## src/hdl/ata_cmd_map.svh

```systemverilog
// Constants for the block-mode, DMA and power command engine.
// Assumes an 8-bit task-file port at 20 MHz driven by the drive's host-side logic.
`ifndef ATA_CMD_MAP_SVH
`define ATA_CMD_MAP_SVH
// ==========================================
// Task-file offsets
`define OFF_ERR_FEAT 4'h1
`define OFF_SCOUNT 4'h2
`define OFF_SECTOR 4'h3
`define OFF_TRK_LO 4'h4
`define OFF_TRK_HI 4'h5
`define OFF_HEAD 4'h6
`define OFF_STAT_CMD 4'h7
`define OFF_DEVCTL 4'h8
`define DEVCTL_SRST 2
// ==========================================
// Opcodes and feature codes
`define OP_WR_MULT 8'hC5
`define OP_SET_MULT 8'hC6
`define OP_RD_DMA 7'h64
`define OP_WR_DMA 7'h65
`define OP_SET_FEAT 8'hEF
`define OP_PWR_GRP 4'hE
`define OP_PWR_ALT 8'h94
`define FEAT_KEEP 8'h66
`define FEAT_DEFAULT 8'hCC
`define SUB_STBY_NOW 4'h0
`define SUB_IDLE_NOW 4'h1
`define SUB_STBY 4'h2
`define SUB_IDLE 4'h3
`define SUB_CHECK 4'h5
`define SUB_SLEEP 4'h6
`define SUB_LAST_ALT 4'h5
// ==========================================
// Status and error bits, reset values
`define ST_BUSY 7
`define ST_READY 6
`define ST_DRQ 3
`define ST_ERR 0
`define ER_UNC 6
`define ER_ABRT 2
`define BLK_DEFAULT 5'h10
`define CHK_IDLE 8'hFF
`define CHK_STBY 8'h00
// ==========================================
// Timing
`define CLK_HZ 20000000
`define TICK_PERIOD_S 1
`define STBY_STEP_S 5
`define STBY_DEFAULT_MIN 45
`endif

```

## src/hdl/ata_cmd_pkg.sv

```systemverilog
// Types for the block-mode, DMA and power command engine.
// Assumes the constants header is compiled alongside.
`default_nettype none
package ata_cmd_pkg;
  typedef enum logic [4:0] {
    S_READY = 5'b00001,
    S_SPIN = 5'b00010,
    S_HOST = 5'b00100,
    S_MEDIA = 5'b01000,
    S_SLEEP = 5'b10000
  } seq_type;
  typedef enum logic [2:0] {
    PM_IDLE = 3'b001,
    PM_STBY = 3'b010,
    PM_SLEEP = 3'b100
  } pm_type;
  // Request to the media side
  typedef struct packed {
    logic req;
    logic wr;
    logic [27:0] lba;
  } media_type;
  // Register port from software
  typedef struct packed {
    logic [3:0] addr;
    logic [7:0] wdata;
    logic wr;
    logic rd;
  } bus_type;
endpackage : ata_cmd_pkg
`default_nettype wire

```

## src/hdl/ata_cmd_engine.sv

```systemverilog
// Command engine for block writes, block size, DMA transfers and power modes.
// Assumes a one-cycle register port, a media sequencer on the same clock and
// a host sector strobe arriving from outside the clock domain.
`include "ata_cmd_map.svh"
`default_nettype none
module ata_cmd_engine #(
  parameter int TICK_CYCLES = `CLK_HZ * `TICK_PERIOD_S
) (
  input wire logic clk, // 20 MHz clock
  input wire logic rst, // Async reset, active high
  input wire ata_cmd_pkg::bus_type bus, // Register port
  output logic [7:0] rdata, // Read data, cycle after strobe
  input wire logic host_sector, // Host moved one sector, level toggle
  input wire logic media_done, // Media finished one sector, pulse
  input wire logic media_err, // Unrecoverable error with media_done
  input wire logic spin_ok, // Spindle at speed
  output var ata_cmd_pkg::media_type media, // Media request
  output logic spin_on, // Spindle motor enable
  output logic busy, // Busy
  output logic drq, // Data request
  output logic dmarq, // DMA request
  output logic intrq // Interrupt request
);
  import ata_cmd_pkg::*;

  localparam logic [11:0] STBY_DEF_S = 12'(`STBY_DEFAULT_MIN * 60);

  typedef struct packed {
    seq_type st;
    pm_type pm;
    logic [7:0] rdata;
    logic [7:0] feat;
    logic [7:0] sc;
    logic [27:0] lba;
    logic unit;
    logic [7:0] err;
    logic busy;
    logic drq;
    logic dmarq;
    logic intrq;
    logic mult_en;
    logic [4:0] blk_size;
    logic keep_mode;
    logic is_dma;
    logic is_wr;
    logic [8:0] remain;
    logic [4:0] blk_left;
    logic [4:0] med_left;
    logic med_req;
    logic spin_on;
    logic srst;
    logic [11:0] tmr_load;
    logic [11:0] tmr_cnt;
    logic [24:0] div;
    logic tick;
    logic [2:0] sync;
    logic host_lvl;
  } state_type;

  state_type s_reg;
  state_type s_next;

  // ==========================================
  // Helpers
  // Smaller of remaining sectors and block size
  function automatic logic [4:0] blk_len(input logic [8:0] rem, input logic [4:0] size);
    blk_len = (rem < {4'h0, size}) ? rem[4:0] : size;
  endfunction : blk_len

  // Power sub-command index, or 4'hF when the opcode is not a power opcode
  function automatic logic [3:0] pwr_sub(input logic [7:0] code);
    logic [7:0] alt;
    alt = code - `OP_PWR_ALT;
    if (code[7:4] == `OP_PWR_GRP) begin
      pwr_sub = code[3:0];
    end else if (code >= `OP_PWR_ALT && alt[3:0] <= `SUB_LAST_ALT && alt[7:4] == 4'h0) begin
      pwr_sub = alt[3:0] + ((alt[3:0] >= 4'h4) ? 4'h1 : 4'h0);
    end else begin
      pwr_sub = 4'hF;
    end
  endfunction : pwr_sub

  // Starts the data phase of a transfer once the spindle runs
  function automatic state_type start_xfer(input state_type s);
    state_type n;
    n = s;
    if (s.is_dma && !s.is_wr) begin
      n.st = S_MEDIA;
      n.med_left = 5'h01;
      n.med_req = 1'b1;
    end else begin
      n.st = S_HOST;
      n.blk_left = s.is_dma ? 5'h01 : blk_len(s.remain, s.blk_size);
      n.busy = 1'b0;
      n.drq = 1'b1;
      n.dmarq = s.is_dma;
      n.intrq = n.intrq | !s.is_dma;
    end
    start_xfer = n;
  endfunction : start_xfer

  // Ends a command and raises its interrupt
  function automatic state_type finish(input state_type s, input logic [7:0] e);
    state_type n;
    n = s;
    n.st = S_READY;
    n.busy = 1'b0;
    n.drq = 1'b0;
    n.dmarq = 1'b0;
    n.intrq = 1'b1;
    n.err = e;
    n.tmr_cnt = s.tmr_load;
    finish = n;
  endfunction : finish

  // ==========================================
  // Next state
  always_comb begin
    logic host_edge;
    logic stat_rd;
    logic [3:0] sub;
    logic [7:0] rd;
    host_edge = 1'b0;
    stat_rd = 1'b0;
    sub = 4'hF;
    rd = 8'h00;
    s_next = s_reg;
    s_next.med_req = 1'b0;
    s_next.tick = 1'b0;
    s_next.rdata = 8'h00;
    // Host strobe through three flops; a change counts once the last two agree
    s_next.sync = {s_reg.sync[1:0], host_sector};
    host_edge = (s_reg.sync[2] == s_reg.sync[1]) && (s_reg.sync[2] != s_reg.host_lvl);
    s_next.host_lvl = host_edge ? s_reg.sync[2] : s_reg.host_lvl;
    // Second tick divider
    if (s_reg.div == 25'(TICK_CYCLES - 1)) begin
      s_next.div = 25'h0;
      s_next.tick = 1'b1;
    end else begin
      s_next.div = s_reg.div + 25'h1;
    end

    // Register reads
    if (bus.rd) begin
      unique case (bus.addr)
        `OFF_ERR_FEAT: rd = s_reg.err;
        `OFF_SCOUNT: rd = s_reg.sc;
        `OFF_SECTOR: rd = s_reg.lba[7:0];
        `OFF_TRK_LO: rd = s_reg.lba[15:8];
        `OFF_TRK_HI: rd = s_reg.lba[23:16];
        `OFF_HEAD: rd = {3'b111, s_reg.unit, s_reg.lba[27:24]};
        `OFF_STAT_CMD: begin
          rd[`ST_READY] = (s_reg.pm != PM_SLEEP);
          rd[`ST_BUSY] = s_reg.busy;
          rd[`ST_DRQ] = s_reg.drq;
          rd[`ST_ERR] = (s_reg.err != 8'h00);
          stat_rd = 1'b1;
        end
        default: rd = 8'h00;
      endcase
      s_next.rdata = rd;
    end
    // Status read clears the interrupt
    if (stat_rd) begin
      s_next.intrq = 1'b0;
    end

    // Task-file writes while idle; the command register starts a command
    if (bus.wr && !s_reg.busy && !s_reg.drq) begin
      unique case (bus.addr)
        `OFF_ERR_FEAT: s_next.feat = bus.wdata;
        `OFF_SCOUNT: s_next.sc = bus.wdata;
        `OFF_SECTOR: s_next.lba[7:0] = bus.wdata;
        `OFF_TRK_LO: s_next.lba[15:8] = bus.wdata;
        `OFF_TRK_HI: s_next.lba[23:16] = bus.wdata;
        `OFF_HEAD: begin
          s_next.lba[27:24] = bus.wdata[3:0];
          s_next.unit = bus.wdata[4];
        end
        default: ;
      endcase
    end

    // Command dispatch
    if (bus.wr && bus.addr == `OFF_STAT_CMD && s_reg.st == S_READY) begin
      s_next.err = 8'h00;
      s_next.busy = 1'b1;
      s_next.tmr_cnt = s_reg.tmr_load;
      s_next.remain = (s_reg.sc == 8'h00) ? 9'h100 : {1'b0, s_reg.sc};
      s_next.is_dma = (bus.wdata[7:1] == `OP_RD_DMA) || (bus.wdata[7:1] == `OP_WR_DMA);
      s_next.is_wr = (bus.wdata == `OP_WR_MULT) || (bus.wdata[7:1] == `OP_WR_DMA);
      sub = pwr_sub(bus.wdata);
      // block write aborts at once while block mode is off
      if (bus.wdata == `OP_WR_MULT && !s_reg.mult_en) begin
        s_next = finish(s_next, 8'(1) << `ER_ABRT);
      end else if (s_next.is_wr || s_next.is_dma) begin
        // spin up before access; busy shows for a cycle when already spinning, except on DMA reads
        s_next.st = S_SPIN;
        s_next.spin_on = 1'b1;
      end else if (bus.wdata == `OP_SET_MULT) begin
        if (s_reg.sc == 8'h00) begin
          s_next.mult_en = 1'b0;
          s_next = finish(s_next, 8'h00);
        end else if (s_reg.sc <= 8'h10 && (s_reg.sc & (s_reg.sc - 8'h01)) == 8'h00) begin
          s_next.blk_size = s_reg.sc[4:0];
          s_next.mult_en = 1'b1;
          s_next = finish(s_next, 8'h00);
        end else begin
          s_next.mult_en = 1'b0;
          s_next = finish(s_next, 8'(1) << `ER_ABRT);
        end
      end else if (bus.wdata == `OP_SET_FEAT) begin
        if (s_reg.feat == `FEAT_KEEP) begin
          s_next.keep_mode = 1'b1;
        end else if (s_reg.feat == `FEAT_DEFAULT) begin
          s_next.keep_mode = 1'b0;
        end
        s_next = finish(s_next, 8'h00);
      end else if (sub != 4'hF) begin
        if (sub == `SUB_STBY || sub == `SUB_IDLE) begin
          s_next.tmr_load = (s_reg.sc == 8'h00) ? STBY_DEF_S : 12'(s_reg.sc) * 12'(`STBY_STEP_S);
        end
        s_next = finish(s_next, 8'h00);
        unique case (sub)
          `SUB_STBY_NOW, `SUB_STBY: begin
            s_next.pm = PM_STBY;
            s_next.spin_on = 1'b0;
          end
          `SUB_IDLE_NOW, `SUB_IDLE: begin
            if (s_reg.pm == PM_STBY) begin
              s_next.st = S_SPIN;
              s_next.busy = 1'b1;
              s_next.intrq = s_reg.intrq;
              s_next.spin_on = 1'b1;
            end
          end
          `SUB_CHECK: begin
            s_next.sc = (s_reg.pm == PM_IDLE) ? `CHK_IDLE : `CHK_STBY;
          end
          `SUB_SLEEP: begin
            s_next.st = S_SLEEP;
            s_next.pm = PM_SLEEP;
            s_next.spin_on = 1'b0;
          end
          default: s_next.err = 8'(1) << `ER_ABRT;
        endcase
      end else begin
        s_next = finish(s_next, 8'(1) << `ER_ABRT);
      end
    end

    // Transfer sequence
    unique case (s_reg.st)
      S_SPIN: begin
        if (spin_ok) begin
          s_next.pm = PM_IDLE;
          s_next.tmr_cnt = s_reg.tmr_load;
          if (s_reg.is_wr || s_reg.is_dma) begin
            s_next = start_xfer(s_next);
          end else begin
            s_next = finish(s_next, 8'h00);
          end
        end
      end
      S_HOST: begin
        if (host_edge) begin
          s_next.blk_left = s_reg.blk_left - 5'h01;
          if (s_reg.blk_left == 5'h01) begin
            s_next.drq = 1'b0;
            s_next.dmarq = 1'b0;
            s_next.busy = 1'b1;
            if (s_reg.is_wr) begin
              s_next.st = S_MEDIA;
              s_next.med_left = s_reg.is_dma ? 5'h01 : blk_len(s_reg.remain, s_reg.blk_size);
              s_next.med_req = 1'b1;
            end else if (s_reg.remain == 9'h001) begin
              s_next = finish(s_next, 8'h00);
              s_next.sc = 8'h00;
            end else begin
              s_next.lba = s_reg.lba + 28'h1;
              s_next.remain = s_reg.remain - 9'h001;
              s_next.sc = s_next.remain[7:0];
              s_next.st = S_MEDIA;
              s_next.med_left = 5'h01;
              s_next.med_req = 1'b1;
            end
          end
        end
      end
      S_MEDIA: begin
        if (media_done) begin
          if (media_err) begin
            s_next = finish(s_next, 8'(1) << `ER_UNC);
          end else if (!s_reg.is_wr) begin
            s_next.st = S_HOST;
            s_next.blk_left = 5'h01;
            s_next.busy = 1'b0;
            s_next.drq = 1'b1;
            s_next.dmarq = 1'b1;
          end else if (s_reg.remain == 9'h001) begin
            s_next = finish(s_next, 8'h00);
            s_next.sc = 8'h00;
          end else begin
            s_next.lba = s_reg.lba + 28'h1;
            s_next.remain = s_reg.remain - 9'h001;
            s_next.sc = s_next.remain[7:0];
            s_next.med_left = s_reg.med_left - 5'h01;
            if (s_reg.med_left != 5'h01) begin
              s_next.med_req = 1'b1;
            end else begin
              s_next = start_xfer(s_next);
            end
          end
        end
      end
      default: ;
    endcase

    // Auto stand-by countdown in idle
    if (s_reg.st == S_READY && s_reg.pm == PM_IDLE && s_reg.tick) begin
      if (s_reg.tmr_cnt <= 12'h001) begin
        s_next.pm = PM_STBY;
        s_next.spin_on = 1'b0;
      end else begin
        s_next.tmr_cnt = s_reg.tmr_cnt - 12'h001;
      end
    end

    // Software reset on the rising edge of the control bit
    s_next.srst = (bus.wr && bus.addr == `OFF_DEVCTL) ? bus.wdata[`DEVCTL_SRST] : s_reg.srst;
    if (s_next.srst && !s_reg.srst) begin
      s_next.st = S_READY;
      s_next.busy = 1'b0;
      s_next.drq = 1'b0;
      s_next.dmarq = 1'b0;
      s_next.intrq = 1'b0;
      s_next.err = 8'h00;
      if (!s_reg.keep_mode) begin
        s_next.blk_size = `BLK_DEFAULT;
        s_next.mult_en = 1'b1;
      end
      if (s_reg.pm == PM_SLEEP) begin
        s_next.pm = PM_STBY;
      end
    end
  end

  // ==========================================
  // State register
  always_ff @(posedge clk or posedge rst) begin
    if (rst) begin
      s_reg <= '0;
      // spin up into idle at power-on
      s_reg.st <= S_SPIN;
      s_reg.pm <= PM_STBY;
      s_reg.busy <= 1'b1;
      s_reg.spin_on <= 1'b1;
      s_reg.mult_en <= 1'b1;
      s_reg.blk_size <= `BLK_DEFAULT;
      s_reg.tmr_load <= STBY_DEF_S;
      s_reg.tmr_cnt <= STBY_DEF_S;
    end else begin
      s_reg <= s_next;
    end
  end

  // Outputs straight from the state register
  assign rdata = s_reg.rdata;
  assign media = '{req: s_reg.med_req, wr: s_reg.is_wr, lba: s_reg.lba};
  assign spin_on = s_reg.spin_on;
  assign busy = s_reg.busy;
  assign drq = s_reg.drq;
  assign dmarq = s_reg.dmarq;
  assign intrq = s_reg.intrq;
endmodule : ata_cmd_engine
`default_nettype wire

```

## config.mk

```make
export PLATFORM = sky130hd
export DESIGN_NAME = ata_cmd_engine
export DESIGN_NICKNAME = d
export VERILOG_FILES = /design/src/hdl/ata_cmd_pkg.sv /design/src/hdl/ata_cmd_engine.sv
export VERILOG_INCLUDE_DIRS = /design/src /design/src/hdl
export SDC_FILE = /design/constraint.sdc
export NUM_CORES = 1
export LEC_CHECK = 0
export ABC_AREA = 1
export ABC_CLOCK_PERIOD_IN_PS = 5180
export BUFFER_PORTS_ARGS = -buffer_cell sky130_fd_sc_hd__buf_2
export CAP_MARGIN = 10
export CELL_PAD_IN_SITES_DETAIL_PLACEMENT = 0
export CELL_PAD_IN_SITES_GLOBAL_PLACEMENT = 1
export CORE_MARGIN = 10
export CORE_UTILIZATION = 41
export DETAILED_ROUTE_END_ITERATION = 8
export HOLD_SLACK_MARGIN = 0.08
export PLACE_DENSITY = 0.84
export SLEW_MARGIN = 0
export SYNTH_ARGS = -nofsm -noshare
export SYNTH_HDL_FRONTEND = slang
export SYNTH_SLANG_ARGS = --single-unit
```

## constraint.sdc

```tcl
create_clock -name clk -period 5.18 [get_ports clk]
set_clock_uncertainty 0.05 [all_clocks]
set_input_delay 1.036 -clock clk [delete_from_list [all_inputs] [get_ports clk]]
set_output_delay 1.036 -clock clk [all_outputs]
set_load 0.02 [all_outputs]
```

After elaboration in Yosys (flattened, before gate mapping). Index checks and enable logic that the tools add are counted.

Word-level logic and storage cells: 220. Input port bits: 20. Register bits after elaboration: 158.

Bitwise logic cells: 2. Mux-type cells: 101. Add/sub/neg operators: 9. Equality and inequality tests: 36. Multipliers: 1. Order comparisons: 8. Reductions and logical operators: 34.

Operators by type and width (number): $mux W158 (11); $pmux W158 S3 (1); $mux W92 (2); $mux W157 (1); $mux W101 (1); $mux W97 (1); $mux W42 (2); $mux W72 (1); $mux W8 (9); $mux W64 (1); $mux W62 (1); $mux W5 (12); $mux W55 (1); $mux W12 (4); $mux W45 (1); $mux W36 (1); $eq A8 B8 Y1 const B (4); $mux W6 (5); $add A28 B1 Y28 const B (1); $mux W4 (7); $lt A9 B5 Y1 (3); $add A25 B1 Y25 const B (1); $eq A25 B25 Y1 const B (1); $mux W25 (1); other kinds (55) (118).

Depth between registers and ports, before layout. Gate-level depths: netlist of the first run.

Depth in word-level cells: 30. Mapped depth: 23.

Least setup slack after synthesis of the first run. OpenSTA, ideal clock, no wires.

Path kind: input to register. Start: input port bus[5] (netlist name). End: register s_reg[63] (netlist name). Data arrival time: 3.634 ns. Setup time: 0.120 ns. Stages: 19. Path slack: 1.377 ns. Required time: 5.010 ns. Path through: inv_1 > ha_1 > inv_1 > nor2_1 > nand3_1 > nand2_1 > inv_1 > nand3_2 > nor2_1 > a21oi_1 > ha_1 > a2111oi_0 > nand2_1 > nor3_1 > nand2_4 > o211ai_1 > nand3_1 > o21ai_0 > inv_1.

Word-level cells in the longest chain between the ends: 17. Elaborated cells on any way between the ends: 36. Classes of those cells: 2 x order compare; 5 x eq/ne; 23 x mux; 6 x reduce/logical.

RTL lines: start, declared (line ata_cmd_engine.sv:11) `input wire ata_cmd_pkg::bus_type bus,`; $eq A8 B8 Y1 (no source line) / $eq A7 B7 Y1 (equally long branches); $logic_or A1 B1 Y1 (line ata_cmd_engine.sv:191) `` s_next.is_wr = (bus.wdata == `OP_WR_MULT) || (bus.wdata[7:1] == `OP_WR_DMA); ``; $mux W158 / $mux W92 (equally long branches) (line ata_cmd_engine.sv:219, ata_cmd_engine.sv:204); $mux W158 / $mux W92 (equally long branches) (line ata_cmd_engine.sv:212, ata_cmd_engine.sv:201); $mux W158 (line ata_cmd_engine.sv:200) `` end else if (bus.wdata == `OP_SET_MULT) begin ``; $mux W97 (line ata_cmd_engine.sv:196) `end else if (s_next.is_wr || s_next.is_dma) begin`; $mux W158 (*) (line ata_cmd_engine.sv:194) `` if (bus.wdata == `OP_WR_MULT && !s_reg.mult_en) begin ``; $mux W158 (*) (line ata_cmd_engine.sv:185) `` if (bus.wr && bus.addr == `OFF_STAT_CMD && s_reg.st == S_READY) begin ``; branches (longest 8 deep; another with $lt A9 B5 Y1); $pmux W158 S3 (*) (line ata_cmd_engine.sv:253) `unique case (s_reg.st)`; end signal, assigned (line ata_cmd_engine.sv:363) `s_reg <= s_next;`; end, declared (line ata_cmd_engine.sv:60) `state_type s_reg;`.

Every way passes the cells marked *.

Worst setup path after layout of the first run.
Start: input port bus[5] (netlist name). End: register s_reg[62] (netlist name).

The elaborated chain is that of the path after synthesis.

==> out/metrics.cfg, run 1 <==
[status]
status=finished clean

[place]
pre_cts_slack_ns=0.7927
gp_congestion=0.9349
io_buffer_count=62
postPlaceCellArea_um2=11600
dp_hpwl_mm=25.87

[yosys]
yosysTopAreaCell=dfrtp_1
avgSynthCellArea_um2=7.204
synth_cells=1553
synth_top_area_share_pct=31.76
ys_seq_area_share_pct=35.52
synthMostInstantiatedCell=nand2_1
ys_ff_latch=158
async_flop_share_pct=100.0
ys_types=57
yosysWarnings=0
synth_fp_nets=1614
synthTopCellsByArea=dfrtp_1 (32%), nand2_1 (11%), inv_1 (8.0%)
syn_area_um2=11190
ys_dominant_reg_cell=dfrtp_1
synth_edf_count=0
synth_common_cells=nand2_1 (325), inv_1 (239), nor2_1 (153), dfrtp_1 (142), o21ai_0 (132)

[die]
initial_core_util_pct=41.63
row_count=60
core_area_um2=26880
fp.dieH_um=185.2
io_pins=63
die_area_um2=34300
fp.dieW_um=185.2

[sta]
setup_viol=0
fin_crit_sh_pct=77.00
worst_slack_ns=1.192
clock.fmax_mhz=250.7
rsz0062_at_grt=false
max_slew_margin_pct=35.84
hold_viol_final=0
period_minus_slack_ns=3.988
finalSetupTns_ns=0
slew_violations=0
tightest_slew_ns=0.9552

[pwr]
powerDensity_nw_per_um2=505.7
p_leak_nw=6.118
worst_ir_drop_vdd_uv=232.7

[clocking]
cts-buffers-inserted=17
cts-hold-fix-buffers=0
cts_setup_buffers=0
clk_path_buf_depth=2
ctsHtreeMaxLevel=4
path_clk_slew_ns=0.07
cts.sink_count=158
cts_tree=yes
insertion_delay_ns=0.45
cts_root_buffer=clkbuf_16
ctsResizeCount=0

[min_path]
hp-class=reg2reg
min_from=s_reg[1]

[setup_path]
worst-path-stages=22
crit_path_frequent_cell=nand2_1
worstRegToRegCells=19
crit_type=in2reg
crit_slowest_cell=a2111oi_0
critPathArrivalTime_ns=4.27
cp-endpoint=s_reg[62]
startpoint=bus[5]
slowest_delay_ns=0.36
path_max_fanout=10
cp_data_required_time_ns=5.46
r2r-end=s_reg[62]
rr_startpoint=s_reg[129]
rrSetupSlack_ns=1.54
start_kind=input pin
cp-end-kind=flop
crit_family=simple AND/OR/NAND/NOR gates
crit_chain=buf_2, inv_1, ha_1, nand2_1, nor2_2, inv_1, nor2_2, nand3_2, nor2_1, a21oi_1, buf_4, ha_1, a2111oi_0, nand2_1, nor3_1, nand2_4, nand2_1, nand3_1, nand2_1, nand2_1, nand2_1, a21oi_1
worst-path-buf-inv=4

[routing]
wl_mm=34.13
antenna_left=0
wl_per_cell_um=17.64
drcViolationCount=0
vias=10470
drtPass1Iterations=6
viasPerCell=5.413
first_iter_violations=1033

[global_route]
overflow=0
grt_pass1_wl_mm=54.86
groute.usage.overall_pct=20.20
grt_max_degree=135
antenna_found_initial=0
grt_pass1_vias=10070

[final_layout]
largest_reg_flops=115
nets=1642
area_delta_synth_final_pct=8.667
fin_area_um2=12160
drive_gt1_share_pct=11.73
diodes=0

[job]
drv_cap=0

[report_power, final]
group	switching, W	leakage (nW)	internal (W)
Sequential	0.000460	1.95	0.00163
Combinational	0.00186	3.90	0.000956
Clock	0.000572	0.274	0.000672
Total	0.00289	6.12	0.00326
[routing by layer]
metal | vias to the layer above | global-route usage, % | wire (um)
li1 | 5131 | - | -
met1 | 4941 | 27.51 | 15610
met2 | 363 | 31.73 | 15470
met3 | 39 | 3.958 | 2415
met4 | 0 | 5.819 | 635
met5 | - | 0 | 0
[kinds of logic (layout without fill, tap and decap cells)]
group           after synthesis  after routing  share of synthesized area, %
compound gates              291            291                         15.25
xor+xnor                     51             51                         3.992
fa+ha+maj                    41             41                         4.652
buf+inv                     315            356                         12.14
flops                       158            158                         35.52
mux                           3              3                        0.2684
simple gates                694            694                         28.17
[per-stage QoR]
step           utilization (%)  std cells  total power (W)  hold WS [ns]
6_report                 45.24       1935         0.006148        0.3062
2_1_floorplan                -       1553         0.004180        0.2812
3_3_place_gp             43.15       1903         0.004845        0.2940
4_1_cts                  45.24       1935         0.006148        0.3082
5_1_grt                  45.24       1935         0.006658        0.3194
3_5_place_dp             43.15       1903         0.004882        0.2879
[placed cells by master, fill, tap and decap left out, types with 11 or more instances in the layout]
cell       count
nand2_1      325
inv_1        238
nor2_1       153
dfrtp_1      142
o21ai_0      132
nand3_1       79
buf_2         62
a21oi_1       58
xor2_1        46
nor3_1        42
ha_1          40
nand4_1       27
clkbuf_16     17
o211ai_1      16
o22ai_1       16
dfstp_2       16
o221ai_1      15
inv_2         14
o21ai_1       13
nor4_1        11
[how the worst min path moves through the flow]
stage,endpoint,slack [ns],depth (start not counted)
floorplan,s_reg[2],0.28,0
CTS,s_reg[2],0.31,0
detailed placement,s_reg[2],0.29,0
global placement,s_reg[2],0.29,0
global route,s_reg[2],0.32,0
finish,s_reg[2],0.31,0
[layout make-up]
type | instances | area, um^2
Fill cell | 2797 | 14720
Clock buffer | 18 | 429.2
Sequential cell | 158 | 3974
Timing Repair Buffer | 70 | 382.9
Tap cell | 341 | 426.7
Multi-Input combinational cell | 1080 | 5856
Clock inverter | 14 | 132.6
Inverter | 254 | 957.2
(Power assumes the default switching activity.)
==> run 2: changes to the inputs <==
--- a/config.mk
+++ b/config.mk
@@ -6,17 +6,17 @@
 export SDC_FILE = /design/constraint.sdc
 export NUM_CORES = 1
 export LEC_CHECK = 0
-export ABC_AREA = 1
-export ABC_CLOCK_PERIOD_IN_PS = 5180
+export ABC_AREA = 0
+export ABC_CLOCK_PERIOD_IN_PS = 3900
 export BUFFER_PORTS_ARGS = -buffer_cell sky130_fd_sc_hd__buf_2
 export CAP_MARGIN = 10
 export CELL_PAD_IN_SITES_DETAIL_PLACEMENT = 0
 export CELL_PAD_IN_SITES_GLOBAL_PLACEMENT = 1
 export CORE_MARGIN = 10
-export CORE_UTILIZATION = 41
+export CORE_UTILIZATION = 48
 export DETAILED_ROUTE_END_ITERATION = 8
 export HOLD_SLACK_MARGIN = 0.08
-export PLACE_DENSITY = 0.84
+export PLACE_DENSITY = 0.89
 export SLEW_MARGIN = 0
 export SYNTH_ARGS = -nofsm -noshare
 export SYNTH_HDL_FRONTEND = slang
==> constraint.sdc (replaced) <==
create_clock -name clk -period 3.9 [get_ports clk]
set_clock_uncertainty 0.05 [all_clocks]
set_input_delay 0.78 -clock clk [delete_from_list [all_inputs] [get_ports clk]]
set_output_delay 0.78 -clock clk [all_outputs]
set_load 0.02 [all_outputs]
==> out/metrics.cfg, run 2 <==
[status]
status=finished clean

[yosys]
synth_common_cells=nor2_1 (152), dfrtp_1 (142), nand2_1 (115), a21oi_1 (74), o21ai_0 (61)
ys_types=96  ; +68%
ys_dominant_reg_cell=dfrtp_1
syn_area_um2=10650  ; -4.8%
ys_seq_area_share_pct=37.31  ; +1.8 points
yosysTopAreaCell=dfrtp_1
synth_fp_nets=1287  ; -20%
synth_edf_count=0  ; unchanged
synthMostInstantiatedCell=nor2_1
ys_ff_latch=158  ; unchanged
avgSynthCellArea_um2=8.688  ; +21%
synth_cells=1226  ; -21%
synthTopCellsByArea=dfrtp_1 (33%), nor2_1 (5.4%), ha_1 (4.7%)
synth_top_area_share_pct=33.36  ; +1.6 points
yosysWarnings=0  ; unchanged
async_flop_share_pct=100.0  ; unchanged

[final_layout]
final_common_cell=nor2_1
drive_gt1_share_pct=20.26  ; +8.5 points
diodes=0  ; unchanged
largest_reg_flops=115  ; unchanged
final_core_util_pct=56.22  ; +11 points
fillers=1968  ; -30%
multi_input_area_um2=6115  ; +4.4%
final_cells=1603  ; -17%
final_cell_mix=nor2_1 (151), dfrtp_1 (141), nand2_1 (115)
area_delta_synth_final_pct=15.19
seqCellArea_um2=3975  ; about the same
nets=1371  ; -17%

[routing]
viasPerCell=6.198  ; +15%
wl_per_cell_um=20.13  ; +14%
drtPass1Iterations=8  ; +2
first_iter_violations=1064  ; +3.0%
drcViolationCount=0  ; unchanged
vias=9936  ; -5.1%
wl_mm=32.27  ; -5.4%
antenna_left=0  ; unchanged

[clocking]
ctsHtreeMaxLevel=4  ; unchanged
cts_tree=yes
cts-buffers-inserted=17  ; unchanged
cts-hold-fix-buffers=0  ; unchanged
cts.sink_count=158  ; unchanged
path_clk_slew_ns=0.07  ; about the same
clk_path_buf_depth=2  ; unchanged
insertion_delay_ns=0.45  ; about the same
cts_root_buffer=clkbuf_16

[sta]
slew_violations=0  ; unchanged
max_slew_margin_pct=32.43  ; -3.4 points
clock.fmax_mhz=261.3
hold_viol_final=0  ; unchanged
setup_viol=0  ; unchanged
fin_crit_sh_pct=98.11
tightest_slew_ns=1.012  ; +0.05635 ns
period_minus_slack_ns=3.826

[die]
fp.dieH_um=169.0  ; -8.8%
die_area_um2=28550  ; -17%
initial_core_util_pct=48.81  ; +7.2 points
core_area_um2=21820  ; -19%
fp.dieW_um=169.0  ; -8.8%
io_pins=63  ; unchanged
row_count=54  ; -10%

[global_route]
overflow=0  ; unchanged
grt_pass1_vias=9410  ; -6.5%
antenna_found_initial=0  ; unchanged
grt_pass1_wl_mm=51.65  ; -5.8%
groute.usage.overall_pct=22.09  ; +1.9 points
grt_max_degree=51  ; -62%

[setup_path]
critPathArrivalTime_ns=4.10  ; -0.17 ns
crit_type=in2reg
cp-end-kind=flop
path_max_fanout=4  ; -6
start_kind=input pin
cp_data_required_time_ns=4.17  ; -1.29 ns

[pwr]
p_leak_nw=5.395  ; -12%
worst_ir_drop_vdd_uv=278.4  ; +20%
power_w=0.005974  ; -2.8%
powerDensity_nw_per_um2=486.9  ; -3.7%

[job]
drv_cap=0  ; unchanged

[min_path]
hp-class=reg2reg

[place]
gp_congestion=0.9653  ; +3.3%
io_buffer_count=62  ; unchanged
dp_hpwl_mm=23.91  ; -7.6%
dp_cells=1561  ; -18%

run 2: cell count changes after synthesis, moves of 20 or more:
cell / change
nand2_1: -210
inv_1: -200
o21ai_0: -71
nand3_1: -34
clkbuf_1: +26
xor2_1: -26
a211oi_1: +21
and3_1: +20
run 2: cells by family after synthesis:
group / after synthesis / share of synthesized area (%)
AO/OA/AOI/OAI: 309 / 19.95
XOR/XNOR: 38 / 3.125
adder cells (fa/ha/maj): 42 / 4.981
buffers and inverters: 129 / 6.237
flip-flops: 158 / 37.31
multiplexers: 36 / 3.571
AND/OR/NAND/NOR: 514 / 24.83
run 2: what timing repair did:
item / 4_1_cts / 5_1_grt
resized for setup: 0 / 7
setup buffers: 0 / 10
hold endpoints to repair: 0 / 0
setup endpoints to repair: 0 / 5
run 2: layer usage:
layer  share of wire, %  global-route usage (%)
met5                  0                       0
met4                2.0                   6.018
met3                8.7                   3.798
met2                 46                   34.89
met1                 43                   30.46
run 2: critical path: stages:
cell      delay, ns
buf_6          0.10
inv_4          0.05
ha_4           0.13
inv_2          0.04
or4b_4         0.57
nor2_4         0.16
nand3_4        0.14
buf_12         0.18
mux2i_4        0.19
ha_1           0.29
nand4_1        0.16
buf_4          0.18
a311o_1        0.35
o311ai_4       0.10
buf_4          0.19
buf_4          0.11
a21oi_1        0.06
a221o_1        0.31
run 2: path summary, 6_finish.rpt:
path | slack, ns | to | from | depth (start not counted)
max reg2reg | 0.08 | s_reg[65] | s_reg[130] | 14
min | 0.30 | s_reg[2] | s_reg[1] | 0
max in group asynchronous | 2.38 | busy | rst | 3
max | 0.07 | s_reg[65] | bus[5] | 18
min reg2reg | 0.30 | s_reg[2] | s_reg[1] | 0
min in group asynchronous | 0.50 | media[28] | rst | 2
run 2: where the power goes:
part / leakage [nW] / switching, W / internal [W]
combinational: 3.15 / 0.00107 / 0.000786
clock: 0.297 / 0.000782 / 0.00103
sequential: 1.94 / 0.000387 / 0.00192
total: 5.40 / 0.00224 / 0.00373
run 2: area by class of cell:
type / instances / share of cell area [%]
Clock inverter: 15 / 1.621
Timing Repair Buffer: 155 / 8.576
Tap cell: 280 / 2.855
Clock buffer: 17 / 3.467
Inverter: 39 / 1.244
Multi-Input combinational cell: 939 / 49.84
Sequential cell: 158 / 32.40
run 2: stage by stage:
stage | worst slack (ns) | hold WS, ns | TNS, ns | cell area (um^2)
2_1_floorplan | -0.1154 | 0.2812 | -0.2559 | 10720
3_3_place_gp | -0.1974 | 0.2999 | -0.7232 | 11510
3_5_place_dp | -0.3151 | 0.2920 | -1.189 | 11510
4_1_cts | 0.08202 | 0.3050 | 0 | 12140
5_1_grt | -0.03508 | 0.3054 | -0.09261 | 12270
6_report | 0.07370 | 0.3037 | 0 | 12270
